<file path="config.mk">
export PLATFORM = sky130hd
export DESIGN_NAME = pps_supervisor
export DESIGN_NICKNAME = d
export VERILOG_FILES = /design/src/core/pps_pkg.sv /design/src/core/pps_supervisor.sv /design/src/core/pps_cyc_cnt.sv
export SDC_FILE = /design/constraint.sdc
export NUM_CORES = 1
export LEC_CHECK = 0
export BUFFER_PORTS_ARGS = -buffer_cell sky130_fd_sc_hd__buf_2
export CAP_MARGIN = 30
export CORE_UTILIZATION = 54
export CTS_CLUSTER_SIZE = 16
export DETAILED_ROUTE_END_ITERATION = 8
export MAX_ROUTING_LAYER = met4
export PLACE_DENSITY = 0.76
export RECOVER_POWER = 25
export SLEW_MARGIN = 30
export SYNTH_ARGS = -nofsm -noshare
export SYNTH_HDL_FRONTEND = slang
export SYNTH_SLANG_ARGS = --single-unit
export TNS_END_PERCENT = 50
</file>
<file path="constraint.sdc">
create_clock -name i_ref_clk -period 2.1 [get_ports i_ref_clk]
set_input_delay 0.105 -clock i_ref_clk [delete_from_list [all_inputs] [get_ports i_ref_clk]]
set_output_delay 0.105 -clock i_ref_clk [all_outputs]
set_load 0.02 [all_outputs]
</file>
<file path="src/core/pps_pkg.sv">
package pps_pkg;
  // ************************************************************
  // clock and timing
  // ************************************************************
  localparam int CLK_MHZ      = 100;
  localparam int SW_FREQ_KHZ  = 65;
  localparam int PERIOD_CYC   = (CLK_MHZ * 1000) / SW_FREQ_KHZ;
  localparam int MAX_DUTY_PCT = 75;
  localparam int MAXON_CYC    = (PERIOD_CYC * MAX_DUTY_PCT) / 100;
  localparam int BRIN_US      = 100;
  localparam int BRIN_CYC     = BRIN_US * CLK_MHZ;
  localparam int BROUT_MS     = 50;
  localparam int BROUT_CYC    = BROUT_MS * 1000 * CLK_MHZ;
  localparam int EXTL_MS      = 32;
  localparam int EXTL_CYC     = EXTL_MS * 1000 * CLK_MHZ;
  localparam int UVB_MS       = 10;
  localparam int UVB_CYC      = UVB_MS * 1000 * CLK_MHZ;
  localparam int LEB_NS       = 250;
  localparam int LEB_CYC      = (LEB_NS * CLK_MHZ + 999) / 1000;
  localparam int PRE_FALL_NS  = 100;
  localparam int PRE_FALL_CYC = (PRE_FALL_NS * CLK_MHZ) / 1000;
  localparam int SENSE_SHORT_FAULT_US      = 4;
  localparam int SENSE_SHORT_FAULT_CYC     = SENSE_SHORT_FAULT_US * CLK_MHZ;
  localparam int TSMP_NS      = 2000;
  localparam int TSMP_CYC     = (TSMP_NS * CLK_MHZ) / 1000;
  localparam int FAULT_CYCLES = 7;

  // ************************************************************
  // registers
  // ************************************************************
  localparam int         ADR_W      = 8;
  localparam logic [7:0] REG_CTRL   = 8'h00;
  localparam logic [7:0] REG_STATUS = 8'h04;
  localparam int         CTRL_DIS   = 0;
  localparam logic       CTRL_RST   = 1'h0;
  localparam int         STAT_ST    = 0;
  localparam int         STAT_GATE  = 2;
  localparam int         STAT_TRIP  = 3;
  localparam int         STAT_EXTL  = 8;
  localparam int         STAT_OTP   = 9;
  localparam int         STAT_FB    = 10;
  localparam int         STAT_START = 11;

  // ************************************************************
  // comparator pins and fault indices
  // ************************************************************
  localparam int PIN_BRIN  = 0;
  localparam int PIN_BROUT = 1;
  localparam int PIN_START = 2;
  localparam int PIN_SUPPLY_UNDERVOLTAGE_LOCKOUT  = 3;
  localparam int PIN_MAINT = 4;
  localparam int PIN_OV    = 5;
  localparam int PIN_UV    = 6;
  localparam int PIN_EXH   = 7;
  localparam int PIN_EXL   = 8;
  localparam int PIN_FAST_OVERCURRENT_FAULT  = 9;
  localparam int PIN_SENSE_SHORT_FAULT  = 10;
  localparam int PIN_LIM   = 11;
  localparam int PIN_PWM   = 12;
  localparam int PIN_FB    = 13;
  localparam int PIN_OTP   = 14;
  localparam int PIN_N     = 15;
  localparam int F_OV      = 0;
  localparam int F_UV      = 1;
  localparam int F_EXH     = 2;
  localparam int F_FAST_OVERCURRENT_FAULT    = 3;
  localparam int F_SENSE_SHORT_FAULT    = 4;
  localparam int F_N       = 5;

  typedef enum logic [1:0] {
    ST_WAIT  = 2'b00,
    ST_RUN   = 2'b01,
    ST_BROWN = 2'b10,
    ST_LATCH = 2'b11
  } pps_state_e;
endpackage

</file>
<file path="src/core/pps_supervisor.sv">
// Our own choices: register access over Wishbone and the register addresses.
`timescale 1ns/10ps
// Functional notes
// gate starts after line above brown-in 100 us and supply reached startup.
// line below brown-out continuously 50 ms turns gate off and shuts down.
// after brown-out, gate stays off until line rises above brown-in again.
// aux winding sampled a fixed delay after each gate fall, against OV/UV.
// OV or UV threshold met 7 consecutive cycles trips its fault.
// OV/UV fault shuts down until supply undervoltage lockout.
// undervoltage comparison ignored during a startup blank time.
// external input sampled after gate fall; high 7 cycles trips fault.
// external low check uses the sample about 100 ns before gate fall.
// external low fault only after 32 ms of low samples.
// either external fault stops gate until supply lockout.
// current sense at fast threshold 7 consecutive cycles stops switching.
// sense-short sample taken 4 us after each gate rise.
// sense below short threshold 7 consecutive cycles disables gate.
// overcurrent and sense-short faults restart only after supply lockout.
// over-temperature blocks switching while active, releases when clear.
// no new gate pulses while feedback below 1.2 V.
// supply at maintain threshold enables high charging current.
// 250 ns leading-edge blanking from each gate turn-on.
// during blanking, limit and PWM comparators ignored, pulse not ended.
// consecutive counters clear on any cycle whose sample misses.
// latched faults cleared only by supply lockout; lockout also clears all timers and counters.
module pps_supervisor #(
  parameter int BRIN_CYC  = pps_pkg::BRIN_CYC,
  parameter int BROUT_CYC = pps_pkg::BROUT_CYC,
  parameter int EXTL_CYC  = pps_pkg::EXTL_CYC,
  parameter int UVB_CYC   = pps_pkg::UVB_CYC,
  parameter int PERIOD    = pps_pkg::PERIOD_CYC,
  parameter int MAXON     = pps_pkg::MAXON_CYC
) (
  input  wire logic                      i_ref_clk,
  input  wire logic                      i_nrst,
  input  wire logic                      i_line_above_brin,
  input  wire logic                      i_line_below_brout,
  input  wire logic                      i_vcc_above_start,
  input  wire logic                      i_vcc_below_supply_undervoltage_lockout,
  input  wire logic                      i_vcc_below_maint,
  input  wire logic                      i_aux_above_ov,
  input  wire logic                      i_aux_below_uv,
  input  wire logic                      i_ext_above_high,
  input  wire logic                      i_ext_below_low,
  input  wire logic                      i_cs_above_fast_overcurrent_fault,
  input  wire logic                      i_cs_below_sense_short_fault,
  input  wire logic                      i_cs_above_limit,
  input  wire logic                      i_pwm_cmp_trip,
  input  wire logic                      i_fb_below_min,
  input  wire logic                      i_otp_hot,
  input  wire logic                      i_wb_cyc,
  input  wire logic                      i_wb_stb,
  input  wire logic                      i_wb_we,
  input  wire logic [pps_pkg::ADR_W-1:0] i_wb_adr,
  input  wire logic [3:0]                i_wb_sel,
  input  wire logic [31:0]               i_wb_dat,
  output logic [31:0]                    o_wb_dat,
  output logic                           o_wb_ack,
  output logic                           o_gate,
  output logic                           o_vcc_charge_hi
);
  import pps_pkg::*;

  localparam int TW = $clog2(BROUT_CYC + EXTL_CYC + BRIN_CYC + UVB_CYC + 2);
  localparam int PW = $clog2(PERIOD + 1);

  generate
    if (MAXON >= PERIOD || MAXON <= LEB_CYC || SENSE_SHORT_FAULT_CYC >= PERIOD ||
        TSMP_CYC >= PERIOD || PRE_FALL_CYC < 1 || BRIN_CYC < 1 ||
        BROUT_CYC < 1 || EXTL_CYC < 1 || UVB_CYC < 1) begin : g_chk
      $error("pps_supervisor: timing parameters out of range");
    end
  endgenerate

  typedef struct packed {
    logic [PIN_N-1:0]        s1;
    logic [PIN_N-1:0]        s2;
    pps_state_e              st;
    logic                    started;
    logic                    gate;
    logic                    fast_overcurrent_fault_seen;
    logic                    extl_low;
    logic                    extl_trip;
    logic                    chg;
    logic                    ctrl_dis;
    logic                    ack;
    logic [PW-1:0]           prd;
    logic [PW-1:0]           on_cnt;
    logic [PW-1:0]           smp_cnt;
    logic [TW-1:0]           brin_cnt;
    logic [TW-1:0]           brout_cnt;
    logic [TW-1:0]           extl_cnt;
    logic [TW-1:0]           blank_cnt;
    logic [PRE_FALL_CYC-1:0] ext_dly;
    logic [31:0]             dat;
  } pps_core_s;

  pps_core_s        q;
  pps_core_s        d;
  logic [PIN_N-1:0] pins;
  logic [PIN_N-1:0] p;
  logic [F_N-1:0]   stb;
  logic [F_N-1:0]   hit;
  logic [F_N-1:0]   trip;
  logic             fault;
  logic             kill;
  logic             term;
  logic             fall;
  logic             supply_undervoltage_lockout;
  logic             bus_req;
  logic [31:0]      status;

  // ************************************************************
  // comparator inputs
  // ************************************************************
  assign pins[PIN_BRIN]  = i_line_above_brin;
  assign pins[PIN_BROUT] = i_line_below_brout;
  assign pins[PIN_START] = i_vcc_above_start;
  assign pins[PIN_SUPPLY_UNDERVOLTAGE_LOCKOUT]  = i_vcc_below_supply_undervoltage_lockout;
  assign pins[PIN_MAINT] = i_vcc_below_maint;
  assign pins[PIN_OV]    = i_aux_above_ov;
  assign pins[PIN_UV]    = i_aux_below_uv;
  assign pins[PIN_EXH]   = i_ext_above_high;
  assign pins[PIN_EXL]   = i_ext_below_low;
  assign pins[PIN_FAST_OVERCURRENT_FAULT]  = i_cs_above_fast_overcurrent_fault;
  assign pins[PIN_SENSE_SHORT_FAULT]  = i_cs_below_sense_short_fault;
  assign pins[PIN_LIM]   = i_cs_above_limit;
  assign pins[PIN_PWM]   = i_pwm_cmp_trip;
  assign pins[PIN_FB]    = i_fb_below_min;
  assign pins[PIN_OTP]   = i_otp_hot;

  assign p       = q.s2;
  assign supply_undervoltage_lockout    = p[PIN_SUPPLY_UNDERVOLTAGE_LOCKOUT];
  assign fault   = (|trip) || q.extl_trip;
  assign bus_req = i_wb_cyc && i_wb_stb;

  // ************************************************************
  // status word
  // ************************************************************
  always_comb begin
    status                   = '0;
    status[STAT_ST +: 2]     = q.st;
    status[STAT_GATE]        = q.gate;
    status[STAT_TRIP +: F_N] = trip;
    status[STAT_EXTL]        = q.extl_trip;
    status[STAT_OTP]         = p[PIN_OTP];
    status[STAT_FB]          = p[PIN_FB];
    status[STAT_START]       = q.started;
  end

  // ************************************************************
  // next state
  // ************************************************************
  always_comb begin
    d    = q;
    d.s1 = pins;
    d.s2 = q.s1;
    stb  = '0;
    hit  = '0;
    fall = 1'b0;
    kill = (q.st != ST_RUN) || fault || p[PIN_OTP] || q.ctrl_dis;
    term = 1'b0;

    // switching period
    if (q.st == ST_RUN) begin
      d.prd = (q.prd == PW'(PERIOD - 1)) ? '0 : q.prd + 1'b1;
    end else begin
      d.prd = '0;
    end

    // gate drive with leading-edge blanking
    if (q.on_cnt >= PW'(LEB_CYC - 1)) begin
      term = p[PIN_LIM] || p[PIN_PWM];
    end
    if (q.on_cnt >= PW'(MAXON - 1)) begin
      term = 1'b1;
    end
    if (q.gate) begin
      d.on_cnt = q.on_cnt + 1'b1;
      if (kill || term) begin
        d.gate = 1'b0;
      end
      if (p[PIN_FAST_OVERCURRENT_FAULT]) begin
        d.fast_overcurrent_fault_seen = 1'b1;
      end
    end else if (q.prd == '0 && !kill && !p[PIN_FB]) begin
      d.gate      = 1'b1;
      d.on_cnt    = '0;
      d.fast_overcurrent_fault_seen = 1'b0;
    end
    fall = q.gate && !d.gate;

    // sense-short sample after rise
    stb[F_SENSE_SHORT_FAULT] = q.gate && (q.on_cnt == PW'(SENSE_SHORT_FAULT_CYC));
    hit[F_SENSE_SHORT_FAULT] = p[PIN_SENSE_SHORT_FAULT];

    // external pin history before the fall
    d.ext_dly = {q.ext_dly[PRE_FALL_CYC-2:0], p[PIN_EXL]};

    // samples around the gate fall
    if (fall) begin
      stb[F_FAST_OVERCURRENT_FAULT] = 1'b1;
      hit[F_FAST_OVERCURRENT_FAULT] = q.fast_overcurrent_fault_seen || p[PIN_FAST_OVERCURRENT_FAULT];
      d.extl_low  = q.ext_dly[PRE_FALL_CYC-1];
      d.smp_cnt   = PW'(1);
    end else if (q.smp_cnt != '0) begin
      if (q.smp_cnt == PW'(TSMP_CYC)) begin
        stb[F_OV]  = 1'b1;
        stb[F_UV]  = 1'b1;
        stb[F_EXH] = 1'b1;
        d.smp_cnt  = '0;
      end else begin
        d.smp_cnt = q.smp_cnt + 1'b1;
      end
    end
    hit[F_OV]  = p[PIN_OV];
    hit[F_UV]  = p[PIN_UV] && (q.blank_cnt == TW'(UVB_CYC));
    hit[F_EXH] = p[PIN_EXH];

    // startup blank for undervoltage
    if (q.st != ST_RUN) begin
      d.blank_cnt = '0;
    end else if (q.blank_cnt != TW'(UVB_CYC)) begin
      d.blank_cnt = q.blank_cnt + 1'b1;
    end

    // external low duration
    if (q.st == ST_RUN && q.extl_low) begin
      if (q.extl_cnt == TW'(EXTL_CYC - 1)) begin
        d.extl_trip = 1'b1;
      end else begin
        d.extl_cnt = q.extl_cnt + 1'b1;
      end
    end else begin
      d.extl_cnt = '0;
    end

    // line timers
    if (!p[PIN_BRIN]) begin
      d.brin_cnt = '0;
    end else if (q.brin_cnt != TW'(BRIN_CYC)) begin
      d.brin_cnt = q.brin_cnt + 1'b1;
    end
    if (q.st == ST_RUN && p[PIN_BROUT]) begin
      d.brout_cnt = q.brout_cnt + 1'b1;
    end else begin
      d.brout_cnt = '0;
    end

    if (p[PIN_START]) begin
      d.started = 1'b1;
    end
    d.chg = p[PIN_MAINT];

    // operating state
    case (q.st)
      ST_WAIT: begin
        if (q.brin_cnt == TW'(BRIN_CYC) && q.started) begin
          d.st = ST_RUN;
        end
      end
      ST_RUN: begin
        if (fault) begin
          d.st = ST_LATCH;
        end else if (q.brout_cnt == TW'(BROUT_CYC - 1) && p[PIN_BROUT]) begin
          d.st        = ST_BROWN;
          d.brout_cnt = '0;
        end
      end
      ST_BROWN: begin
        if (p[PIN_BRIN]) begin
          d.st = ST_WAIT;
        end
      end
      ST_LATCH: begin
        d.st = ST_LATCH;
      end
      default: begin
        d.st = ST_WAIT;
      end
    endcase

    // supply lockout restarts state, timers, counters and faults; the control register keeps its value
    if (supply_undervoltage_lockout) begin
      d.st        = ST_WAIT;
      d.started   = 1'b0;
      d.gate      = 1'b0;
      d.on_cnt    = '0;
      d.prd       = '0;
      d.smp_cnt   = '0;
      d.fast_overcurrent_fault_seen = 1'b0;
      d.extl_low  = 1'b0;
      d.extl_trip = 1'b0;
      d.brin_cnt  = '0;
      d.brout_cnt = '0;
      d.extl_cnt  = '0;
      d.blank_cnt = '0;
      stb         = '0;
    end

    // wishbone slave, one wait state
    d.ack = bus_req && !q.ack;
    if (bus_req && !q.ack) begin
      case (i_wb_adr)
        REG_CTRL:   d.dat = {31'h0, q.ctrl_dis};
        REG_STATUS: d.dat = status;
        default:    d.dat = '0;
      endcase
    end
    if (bus_req && q.ack && i_wb_we && i_wb_sel[0] && i_wb_adr == REG_CTRL) begin
      d.ctrl_dis = i_wb_dat[CTRL_DIS];
    end
  end

  always_ff @(posedge i_ref_clk or negedge i_nrst) begin
    if (!i_nrst) begin
      q          <= '0;
      q.ctrl_dis <= CTRL_RST;
    end else begin
      q <= d;
    end
  end

  // ************************************************************
  // consecutive-cycle fault counters
  // ************************************************************
  generate
    for (genvar g = 0; g < F_N; g++) begin : g_cnt
      pps_cyc_cnt #(
        .N (FAULT_CYCLES)
      ) u_cnt (
        .i_ref_clk (i_ref_clk),
        .i_nrst    (i_nrst),
        .i_clr     (supply_undervoltage_lockout),
        .i_stb     (stb[g]),
        .i_hit     (hit[g]),
        .o_trip    (trip[g])
      );
    end
  endgenerate

  assign o_gate          = q.gate;
  assign o_vcc_charge_hi = q.chg;
  assign o_wb_ack        = q.ack;
  assign o_wb_dat        = q.dat;
endmodule

</file>
<file path="src/core/pps_cyc_cnt.sv">
`timescale 1ns/10ps
module pps_cyc_cnt #(
  parameter int N = pps_pkg::FAULT_CYCLES
) (
  input  wire logic i_ref_clk,
  input  wire logic i_nrst,
  input  wire logic i_clr,
  input  wire logic i_stb,
  input  wire logic i_hit,
  output logic      o_trip
);
  import pps_pkg::*;
  localparam int W = $clog2(N + 1);

  generate
    if (N < 1) begin : g_chk
      $error("pps_cyc_cnt: N must be at least 1");
    end
  endgenerate

  typedef struct packed {
    logic [W-1:0] cnt;
    logic         trip;
  } pps_cnt_s;

  pps_cnt_s q;
  pps_cnt_s d;

  // ************************************************************
  // consecutive cycle count
  // ************************************************************
  always_comb begin
    d = q;
    if (i_clr) begin
      d = '0;
    end else if (i_stb && !q.trip) begin
      if (!i_hit) begin
        d.cnt = '0;
      end else if (q.cnt == W'(N - 1)) begin
        d.trip = 1'b1;
        d.cnt  = W'(N);
      end else begin
        d.cnt = q.cnt + 1'b1;
      end
    end
  end

  always_ff @(posedge i_ref_clk or negedge i_nrst) begin
    if (!i_nrst) begin
      q <= '0;
    end else begin
      q <= d;
    end
  end

  assign o_trip = q.trip;
endmodule

</file>
==> results.toml, run 1 <==
[sta]
setup_viol = 0
finalMaxSlewViolations = 0
finalHoldViolations = 0
hold_slack_ns = 0.100
grt_setup_unrepaired = "true"
fin_crit_sh_pct = 96.0
maxSlewHeadroom_pct = 52.8
worst_pin_slew_ns = 0.708
timing.fmax_mhz = 496
skew_ns = 0.0188
finalCriticalPeriod_ns = 2.02

[drt]
drc = 0
drtIter0Drc = 376
top_layer = "met4"
vias_per_cell = 5.53
antenna_left = 0
drt_wl_total_um = 20100
dr_wl_met3_um = 699
routedWlPerCell_um = 15.0
met1Wirelength_um = 9400
dr_wl_met2_um = 9520
drt-pass1-iter-count = 4
vias = 7412

[power]
leakage_nw = 5.06
powerDensity_nw_per_um2 = 707
ir_drop_uv = 575
total_power_mw = 8.38

[finish]
multiInputGateArea_um2 = 4550
syn_to_final_growth_pct = 16.3
fillers = 1405
final_cells = 1340
n_antenna_cell = 0
ff_latch_area_um2 = 5280
final_nets = 1182
finalCoreUtilization_pct = 65.0
drive_gt1_share_pct = 14.6

[place]
port_buffers = 44
dp.cells = 1277
routabilityCongestion = 0.838
hpwl_um = 13200

[floorplanning]
die_y_um = 139
start_util_pct = 55.9
dieArea_um2 = 19400
io_pins = 99
die_w_um = 139
core_area_um2 = 18200
rows = 49

[logic_synthesis]
synth_most_common_cell = "dfrtp_1"
yosysWarnings = 0
synth_edf_count = 0
synth_area_um2 = 10200
netlist_instances = 996
ys_ff_latch = 211
synth_seq_area_share_pct = 51.9
ys_top_cells_by_count = "211 x dfrtp_1, 124 x nor2_1, 76 x nand2_1"
yosysTopAreaCell = "dfrtp_1"
synth_top_area_share_pct = 51.9
yosys-top-cells-area = "dfrtp_1 52%, nor2_1 4.6%, xor2_1 4.2%, xnor2_1 3.2%, ha_1 2.8%"
yosysUniqueCellTypes = 66
synth_async_sr_flop_share_pct = 100
synthFlopType = "dfrtp_1"
postSynthAreaPerCell_um2 = 10.2

[grt]
grt-ovfl-total = 0
grt_max_degree = 77
grt_pass1_wl_um = 34300
antenna_found_initial = 0
grtUsageTotal_pct = 22.1
grt_pass1_vias = 7246

[clock_network]
h-tree-depth = 1
cts_tree = "done"
clockBufferDepth = 3
cts_root_buf = "clkbuf_16"
cts.sinks = 211
clock_latency_ns = 0.52
path_clk_slew_ns = 0.06
cts_buffers = 23

[setup_path]
r2r-start = "q[134]$_DFFE_PN0P_"
arrival_ns = 2.44
r2r_setup_slack_ns = 0.08
crit_required_ns = 2.52
r2r_cells = 5
critPathLaunchType = "register"
r2r-end = "q[179]$_DFFE_PN0P_"
path_class = "register to register"
cp_max_fo = 4
end_kind = "register"

[min_path]
hold_end = "q[172]$_DFFE_PN0P_"
hold_start = "i_wb_sel[0]"
holdPathStages = 4
min_path_type = "input pin to register"

[flow_run]
drv_cap = 0

[run_status]
outcome = "finished clean"
## routing by layer
| layer | GRT usage (%) | vias up |
|---|---|---|
| met5 | - | - |
| met2 | 35.4 | 109 |
| li1 | - | 3658 |
| met3 | 2.79 | 36 |
| met1 | 29.8 | 3609 |
| met4 | 6.43 | 0 |
## cell usage in the layout (no fill, tap or decap), types with 10 or more instances in the layout
cell / count
buf_4: 47
or3_1: 10
inv_1: 34
dlygate4sd3_1: 21
o21ai_0: 29
mux2i_1: 12
dfrtp_1: 211
a22o_1: 12
nand4_1: 28
and3_1: 27
ha_1: 23
xnor2_1: 37
nand2b_1: 13
buf_2: 40
nor4_1: 13
a21oi_1: 32
nor3_1: 26
conb_1: 20
nor2_1: 123
and4_1: 12
clkbuf_16: 23
nand3_1: 53
xor2_1: 49
nand2_1: 76
## sequential cells by signal, summed over array words and instances (netlist names)
register,cells
o_wb_ack,1
o_wb_dat,12
o_gate,1
g_cnt.u_cnt.o_trip,5
g_cnt.u_cnt.q,15
o_vcc_charge_hi,1
q,137
d,24
p,15
## report_power, final
part           switching [mW]  internal, mW
Combinational           0.166        0.0723
Sequential             0.0266          4.11
Clock                    1.62          2.38
## stage by stage
stage          setup TNS, ns  worst slack (ns)  instance area (µm²)
6_report                   0            0.0845                11800
5_1_grt               -0.122           -0.0500                11800
4_1_cts                    0           0.00909                11800
3_5_place_dp               0            0.0167                10800
3_3_place_gp               0            0.0800                10800
2_1_floorplan              0             0.195                10300
## critical path, cell delays in order, from the launching register on
cell and delay (ns):
dfrtp_1 0.41, or4_1 0.51, or4_4 0.51, nor2_4 0.17, a31oi_1 0.13, a211oi_2 0.20
## timing repair
| item | CTS | global route |
|---|---|---|
| hold endpoints to repair | 88 | 0 |
| hold buffers | 21 | 0 |
| resized for setup | 0 | 11 |
| setup endpoints to repair | 0 | 56 |
| setup buffers | 0 | 1 |
## logic make-up after synthesis
logic type | after synthesis | synth area share, %
and+or+nand+nor | 443 | 23.2
AOI/OAI and AO/OA | 125 | 8.54
DFF | 211 | 51.9
muxes | 13 | 1.29
buffers and inverters | 94 | 4.80
adders and majority gates | 23 | 2.83
xor gates and xnor gates | 86 | 7.40
other | 1 | 0.0368
## how the worst max path moves through the flow
| stage | cells past startpoint | startpoint | end | slack (ns) |
|---|---|---|---|---|
| finish | 5 | q[134]$_DFFE_PN0P_ | q[179]$_DFFE_PN0P_ | 0.08 |
| global route | 7 | q[161]$_DFF_PN0_ | q[154]$_DFFE_PN0P_ | -0.05 |
| CTS | 5 | q[76]$_DFFE_PN0P_ | q[71]$_DFFE_PN0P_ | 0.009 |
| detailed placement | 5 | q[76]$_DFFE_PN0P_ | q[71]$_DFFE_PN0P_ | 0.02 |
| global placement | 5 | q[76]$_DFFE_PN0P_ | q[71]$_DFFE_PN0P_ | 0.08 |
| floorplan | 5 | q[136]$_DFFE_PN0P_ | q[116]$_DFFE_PN0P_ | 0.20 |
## cell type report
class                   count  share of cell area [%]
clock inverters            10                   0.951
inverters                  34                    1.08
flip-flops and latches    211                    44.6
clock buffers              31                    5.37
multi-input cells         710                    38.4
repair buffers            115                    7.18
well taps                 229                    2.42
Power figures use the tool's default switching activity.
==> run 2, diff against run 1 <==
- ABC_CLOCK_PERIOD_IN_PS: not set -> 2400
- CORE_UTILIZATION: 54 -> 60
- PLACE_DENSITY: 0.76 -> 0.8
- clock period: 2.1 -> 2.4 ns (I/O delays scaled with it)
==> run 2 against run 1 <==
Net effect:
- the run now ends with capacitance limit, slew limit left
- register-to-register slack better by 0.099 ns
- clock power is 7.7% lower
- fmax is 9.1% lower
- via count is 2.1% higher
- clock-buffer cell count is 1 lower
- setup slack better by 0.099 ns
- global-route usage is 3.1 points higher
- sequential power is 13% lower
- clock skew is 0.0069 ns lower
==> results.toml, run 2 (synthesized netlist as in run 1, its figures left out) <==
[finish]
largest_reg_flops = 137
fillers = 1223
n_antenna_cell = 0
syn_to_final_growth_pct = 13.7
regMostFlops = "q"
final_nets = 1152
finalCoreUtilization_pct = 69.8
final_cells = 1300
final_cell_mix = "211 x dfrtp_1, 124 x nor2_1, 76 x nand2_1"
final_common_cell = "dfrtp_1"
design_area_um2 = 11600
drive_gt1_share_pct = 11.6
ff_latch_area_um2 = 5280
multiInputGateArea_um2 = 4490

[power]
p_switching_mw = 1.56
p_int_mw = 5.96
p_comb_share_pct = 2.7
p_sw_share_pct = 20.7
leakage_nw = 4.90
clkPwrFrac_pct = 49.1
powerDensity_nw_per_um2 = 649
p_seq_share_pct = 48.2
ir_drop_uv = 522

[floorplanning]
die_y_um = 132
dieArea_um2 = 17500
start_util_pct = 61.4
io_pins = 99
core_area_um2 = 16600
die_w_um = 132
rows = 47

[place]
hpwl_um = 13200
dp.cells = 1239
routabilityCongestion = 0.814
port_buffers = 44
placed_cell_area_um2 = 10600

[sta]
fin_crit_sh_pct = 92.4
skew_ns = 0.0119
tns_ns = 0
finalCriticalPeriod_ns = 2.22
hold_slack_ns = 0.115
grt_setup_unrepaired = "false"
setup_viol = 0
worst_pin_slew_ns = 1.94
finalHoldViolations = 0
finalMaxSlewViolations = 77
maxSlewHeadroom_pct = -29.1
timing.fmax_mhz = 451

[setup_path]
arrival_ns = 2.59
r2r-start = "q[165]$_DFF_PN0_"
critPathCapture = "q[152]$_DFFE_PN0P_"
r2r_cells = 5
r2r-end = "q[152]$_DFFE_PN0P_"
cp_top_family = "simple AND/OR/NAND/NOR gates"
worst_path_max_delay_cell = "or4_1"
cp_max_fo = 10
slowest_delay_ns = 0.57
crit_cells = 5
crit_buf_inv = 0
worstSetupStartpoint = "q[165]$_DFF_PN0_"
r2r_setup_slack_ns = 0.18
end_kind = "register"
path_class = "register to register"
critPathLaunchType = "register"
crit_required_ns = 2.77
crit_chain = "or4_1 > nor4_2 > a311oi_2 > o21ai_0 > o31ai_1"

[clock_network]
cts_resized = 0
clockBufferDepth = 3
clock_latency_ns = 0.50
cts.sinks = 211
h-tree-depth = 1
cts_root_buf = "clkbuf_16"
path_clk_slew_ns = 0.06
post_cts_buffers = 0
cts_buffers = 23
cts_tree = "done"

[drt]
drtIter0Drc = 522
drc = 0
antenna_left = 0
drt_wl_total_um = 20600
vias_per_cell = 5.82
vias = 7570
routedWlPerCell_um = 15.8
drt-pass1-iter-count = 5

[grt]
grt_pass1_wl_um = 35300
antenna_found_initial = 0
grt_max_degree = 79
grtUsageTotal_pct = 25.2
grt-ovfl-total = 0
grt_pass1_vias = 7287

[run_status]
violations = "capacitance limit, slew limit"
outcome = "complete, but fails checks"

[flow_run]
drv_cap = 1

[min_path]
min_path_type = "input pin to register"
hold_start = "i_wb_stb"
[run 2: worst min-delay path by stage]
stage	depth (start not counted)	endpoint	slack [ns]
3_5_place_dp	1	q[158]$_DFFE_PN0P_	0.19
5_1_grt	4	q[172]$_DFFE_PN0P_	0.12
4_1_cts	4	q[172]$_DFFE_PN0P_	0.06
2_1_floorplan	0	d[181]$_DFF_PN0_	-0.18
6_report	4	q[172]$_DFFE_PN0P_	0.11
3_3_place_gp	1	q[156]$_DFFE_PN0P_	0.19
[run 2: power groups by stage]
stage | sequential, mW | combinational [mW] | clock (mW)
floorplan | 3.68 | 0.0863 | 0
global placement | 3.68 | 0.178 | 0
detailed placement | 3.68 | 0.181 | 0
CTS | 3.62 | 0.206 | 3.75
global route | 3.62 | 0.228 | 3.90
finish | 3.62 | 0.200 | 3.69
[run 2: metal layers]
| layer | track usage [%] | part of all wire, % | up-vias | routed length (µm) |
|---|---|---|---|---|
| met5 | - | 0 | - | 0 |
| met4 | 8.30 | 2.9 | 0 | 599 |
| met3 | 3.42 | 3.8 | 47 | 774 |
| met2 | 40.7 | 49 | 174 | 10100 |
| met1 | 33.3 | 44 | 3754 | 9170 |
| li1 | - | - | 3595 | - |
[run 2: layout make-up]
| cell class | instances | share of cell area (%) |
|---|---|---|
| Multi-Input combinational cell | 710 | 38.8 |
| Clock inverter | 10 | 1.34 |
| Clock buffer | 30 | 5.55 |
| Inverter | 34 | 1.10 |
| Sequential cell | 211 | 45.6 |
| Timing Repair Buffer | 85 | 5.22 |
| Tap cell | 220 | 2.38 |
[run 2: what timing repair did]
action / 4_1_cts / 5_1_grt
endpoints found under the hold margin: 92 / 0
setup endpoints to repair: 0 / 0
hold buffers: 21 / 0
[run 2: worst register-to-register path, cell delays in order (launching register included)]
cell,delay (ns)
dfrtp_1,0.45
or4_1,0.57
nor4_2,0.37
a311oi_2,0.35
o21ai_0,0.26
o31ai_1,0.10
[run 2: stage by stage]
| step | power [mW] | worst slack, ns |
|---|---|---|
| floorplan | 3.76 | 0.495 |
| global placement | 3.86 | 0.331 |
| detailed placement | 3.87 | 0.244 |
| CTS | 7.58 | 0.189 |
| global route | 7.75 | 0.0501 |
| finish | 7.52 | 0.183 |
==> run 3, diff against run 2 <==
- ABC_CLOCK_PERIOD_IN_PS: 2400 -> 2800
- clock period: 2.4 -> 2.8 ns (I/O delays scaled with it)
==> run 3 against run 2 <==
Net effect:
- the run still ends with capacitance limit, slew limit left
- largest power group unchanged
- clock power fell by 11%
- wire length down 2.5%
- setup slack improved by 0.38 ns
- global-route usage decreased by 0.85 points
- clock-buffer cell count is 2 higher
- design area about the same
- die area stayed put
- via count fell by 1.7%
- final cell count about the same
- sequential share of layout area about the same
==> results.toml, run 3 (synthesized netlist as in run 1, its figures left out) <==
[drt]
drt-pass1-iter-count = 5
routedWlPerCell_um = 15.4
drc = 0
vias_per_cell = 5.72
vias = 7444
antenna_left = 0
drt_wl_total_um = 20100
drtIter0Drc = 525

[setup_path]
arrival_ns = 2.59
end_kind = "register"
crit_required_ns = 3.16
slowest_delay_ns = 0.66
crit_top_cell = "nor2_1"
cp_max_fo = 8
worst_path_max_delay_cell = "a221oi_2"
critPathLaunchType = "register"
path_class = "register to register"
crit_chain = "inv_1 > a221oi_2 > nor2_1 > o211ai_1 > nor2_1"

[sta]
worst_pin_slew_ns = 1.96
grt_setup_unrepaired = "false"
setup_viol = 0
timing.fmax_mhz = 448
finalMaxSlewViolations = 80
fin_crit_sh_pct = 79.7
skew_ns = 0.0117
finalCriticalPeriod_ns = 2.23
maxSlewHeadroom_pct = -30.9
tns_ns = 0
finalHoldViolations = 0

[clock_network]
cts_root_buf = "clkbuf_16"
clock_latency_ns = 0.51
cts_tree = "done"
cts.sinks = 211
cts_buffers = 24
cts_resized = 0
clockBufferDepth = 3
h-tree-depth = 1
path_clk_slew_ns = 0.06

[power]
leakage_nw = 4.91
total_power_mw = 6.56
ir_drop_uv = 446
powerDensity_nw_per_um2 = 566

[place]
hpwl_um = 13100
routabilityCongestion = 0.829
placed_cell_area_um2 = 10600
dp.cells = 1237
port_buffers = 44

[finish]
design_area_um2 = 11600
final_cells = 1301
final_nets = 1150
n_antenna_cell = 0
syn_to_final_growth_pct = 13.8
final_cell_mix = "211 x dfrtp_1, 124 x nor2_1, 76 x nand2_1"
drive_gt1_share_pct = 11.7
final_common_cell = "dfrtp_1"
fillers = 1200
regMostFlops = "q"
largest_reg_flops = 137

[floorplanning]
core_area_um2 = 16600
start_util_pct = 61.4
rows = 47
die_y_um = 132
die_w_um = 132
dieArea_um2 = 17500
io_pins = 99

[grt]
grt-ovfl-total = 0
grt_max_degree = 81
grt_pass1_wl_um = 34400
grt_pass1_vias = 7211
grtUsageTotal_pct = 24.4
antenna_found_initial = 0

[run_status]
violations = "capacitance limit, slew limit"
outcome = "complete, but fails checks"

[flow_run]
drv_cap = 1

[min_path]
min_path_type = "input pin to register"
[run 3: cell types whose count changed in the layout (fill, tap and decap cells not counted)]
cell           delta
buf_12            -1
buf_4             -1
clkbuf_1          +1
clkbuf_16         +2
clkbuf_8          -1
clkinv_2          +3
clkinvlp_4        -1
dlygate4sd3_1     -1
[run 3: power breakdown]
part	switching, mW	internal (mW)
Sequential	0.0200	3.08
Clock	1.21	2.08
Combinational	0.123	0.0483
[run 3: worst max-delay path, delay by kind of cell, from the launching register on]
kind	cells	cell delay (ns)
AO/OA/AOI/OAI	2	1.04
flip-flops	1	0.50
AND/OR/NAND/NOR	2	0.32
buffers and inverters	1	0.21
[run 3: through the flow]
step           hold WS, ns  utilization, %  worst slack (ns)
2_1_floorplan       -0.156               -             0.895
3_3_place_gp         0.218            63.6             0.658
4_1_cts             0.0295            69.9             0.573
5_1_grt             0.0812            69.9             0.404
3_5_place_dp         0.221            63.6             0.621
6_report            0.0417            69.9             0.568
[run 3: repair_timing]
item,4_1_cts,5_1_grt
hold buffers,20,0
endpoints found under the hold margin,92,0
setup buffers,0,0
[run 3: layout make-up]
| type | count | area, µm² | share of cell area [%] |
|---|---|---|---|
| Tap cell | 220 | 275 | 2.38 |
| Clock inverter | 12 | 163 | 1.40 |
| Sequential cell | 211 | 5280 | 45.6 |
| Timing Repair Buffer | 82 | 567 | 4.89 |
| Multi-Input combinational cell | 710 | 4490 | 38.8 |
| Inverter | 34 | 128 | 1.10 |
| Clock buffer | 32 | 682 | 5.89 |
[run 3: path summary, 6_finish.rpt]
check | from | end | slack, ns | cells past startpoint
worst max-delay path | o_gate$_DFF_PN0_ | q[140]$_DFFE_PN0P_ | 0.57 | 5
worst min-delay path | i_wb_adr[2] | o_wb_dat[0]$_DFFE_PN0P_ | 0.04 | 3
worst max register to register | o_gate$_DFF_PN0_ | q[140]$_DFFE_PN0P_ | 0.57 | 5
worst min register to register | d[36]$_DFF_PN0_ | d[37]$_DFF_PN0_ | 0.35 | 0
max in group asynchronous | i_nrst | q[104]$_DFF_PN0_ | 0.82 | 3
min in group asynchronous | i_nrst | q[158]$_DFFE_PN0P_ | 0.73 | 2
[run 3: metal layers]
metal	vias to the layer above	global-route usage [%]	wire length (µm)
li1	3590	-	-
met1	3655	33.3	9170
met2	156	38.6	9770
met3	43	3.23	696
met4	0	6.70	442
met5	-	-	0
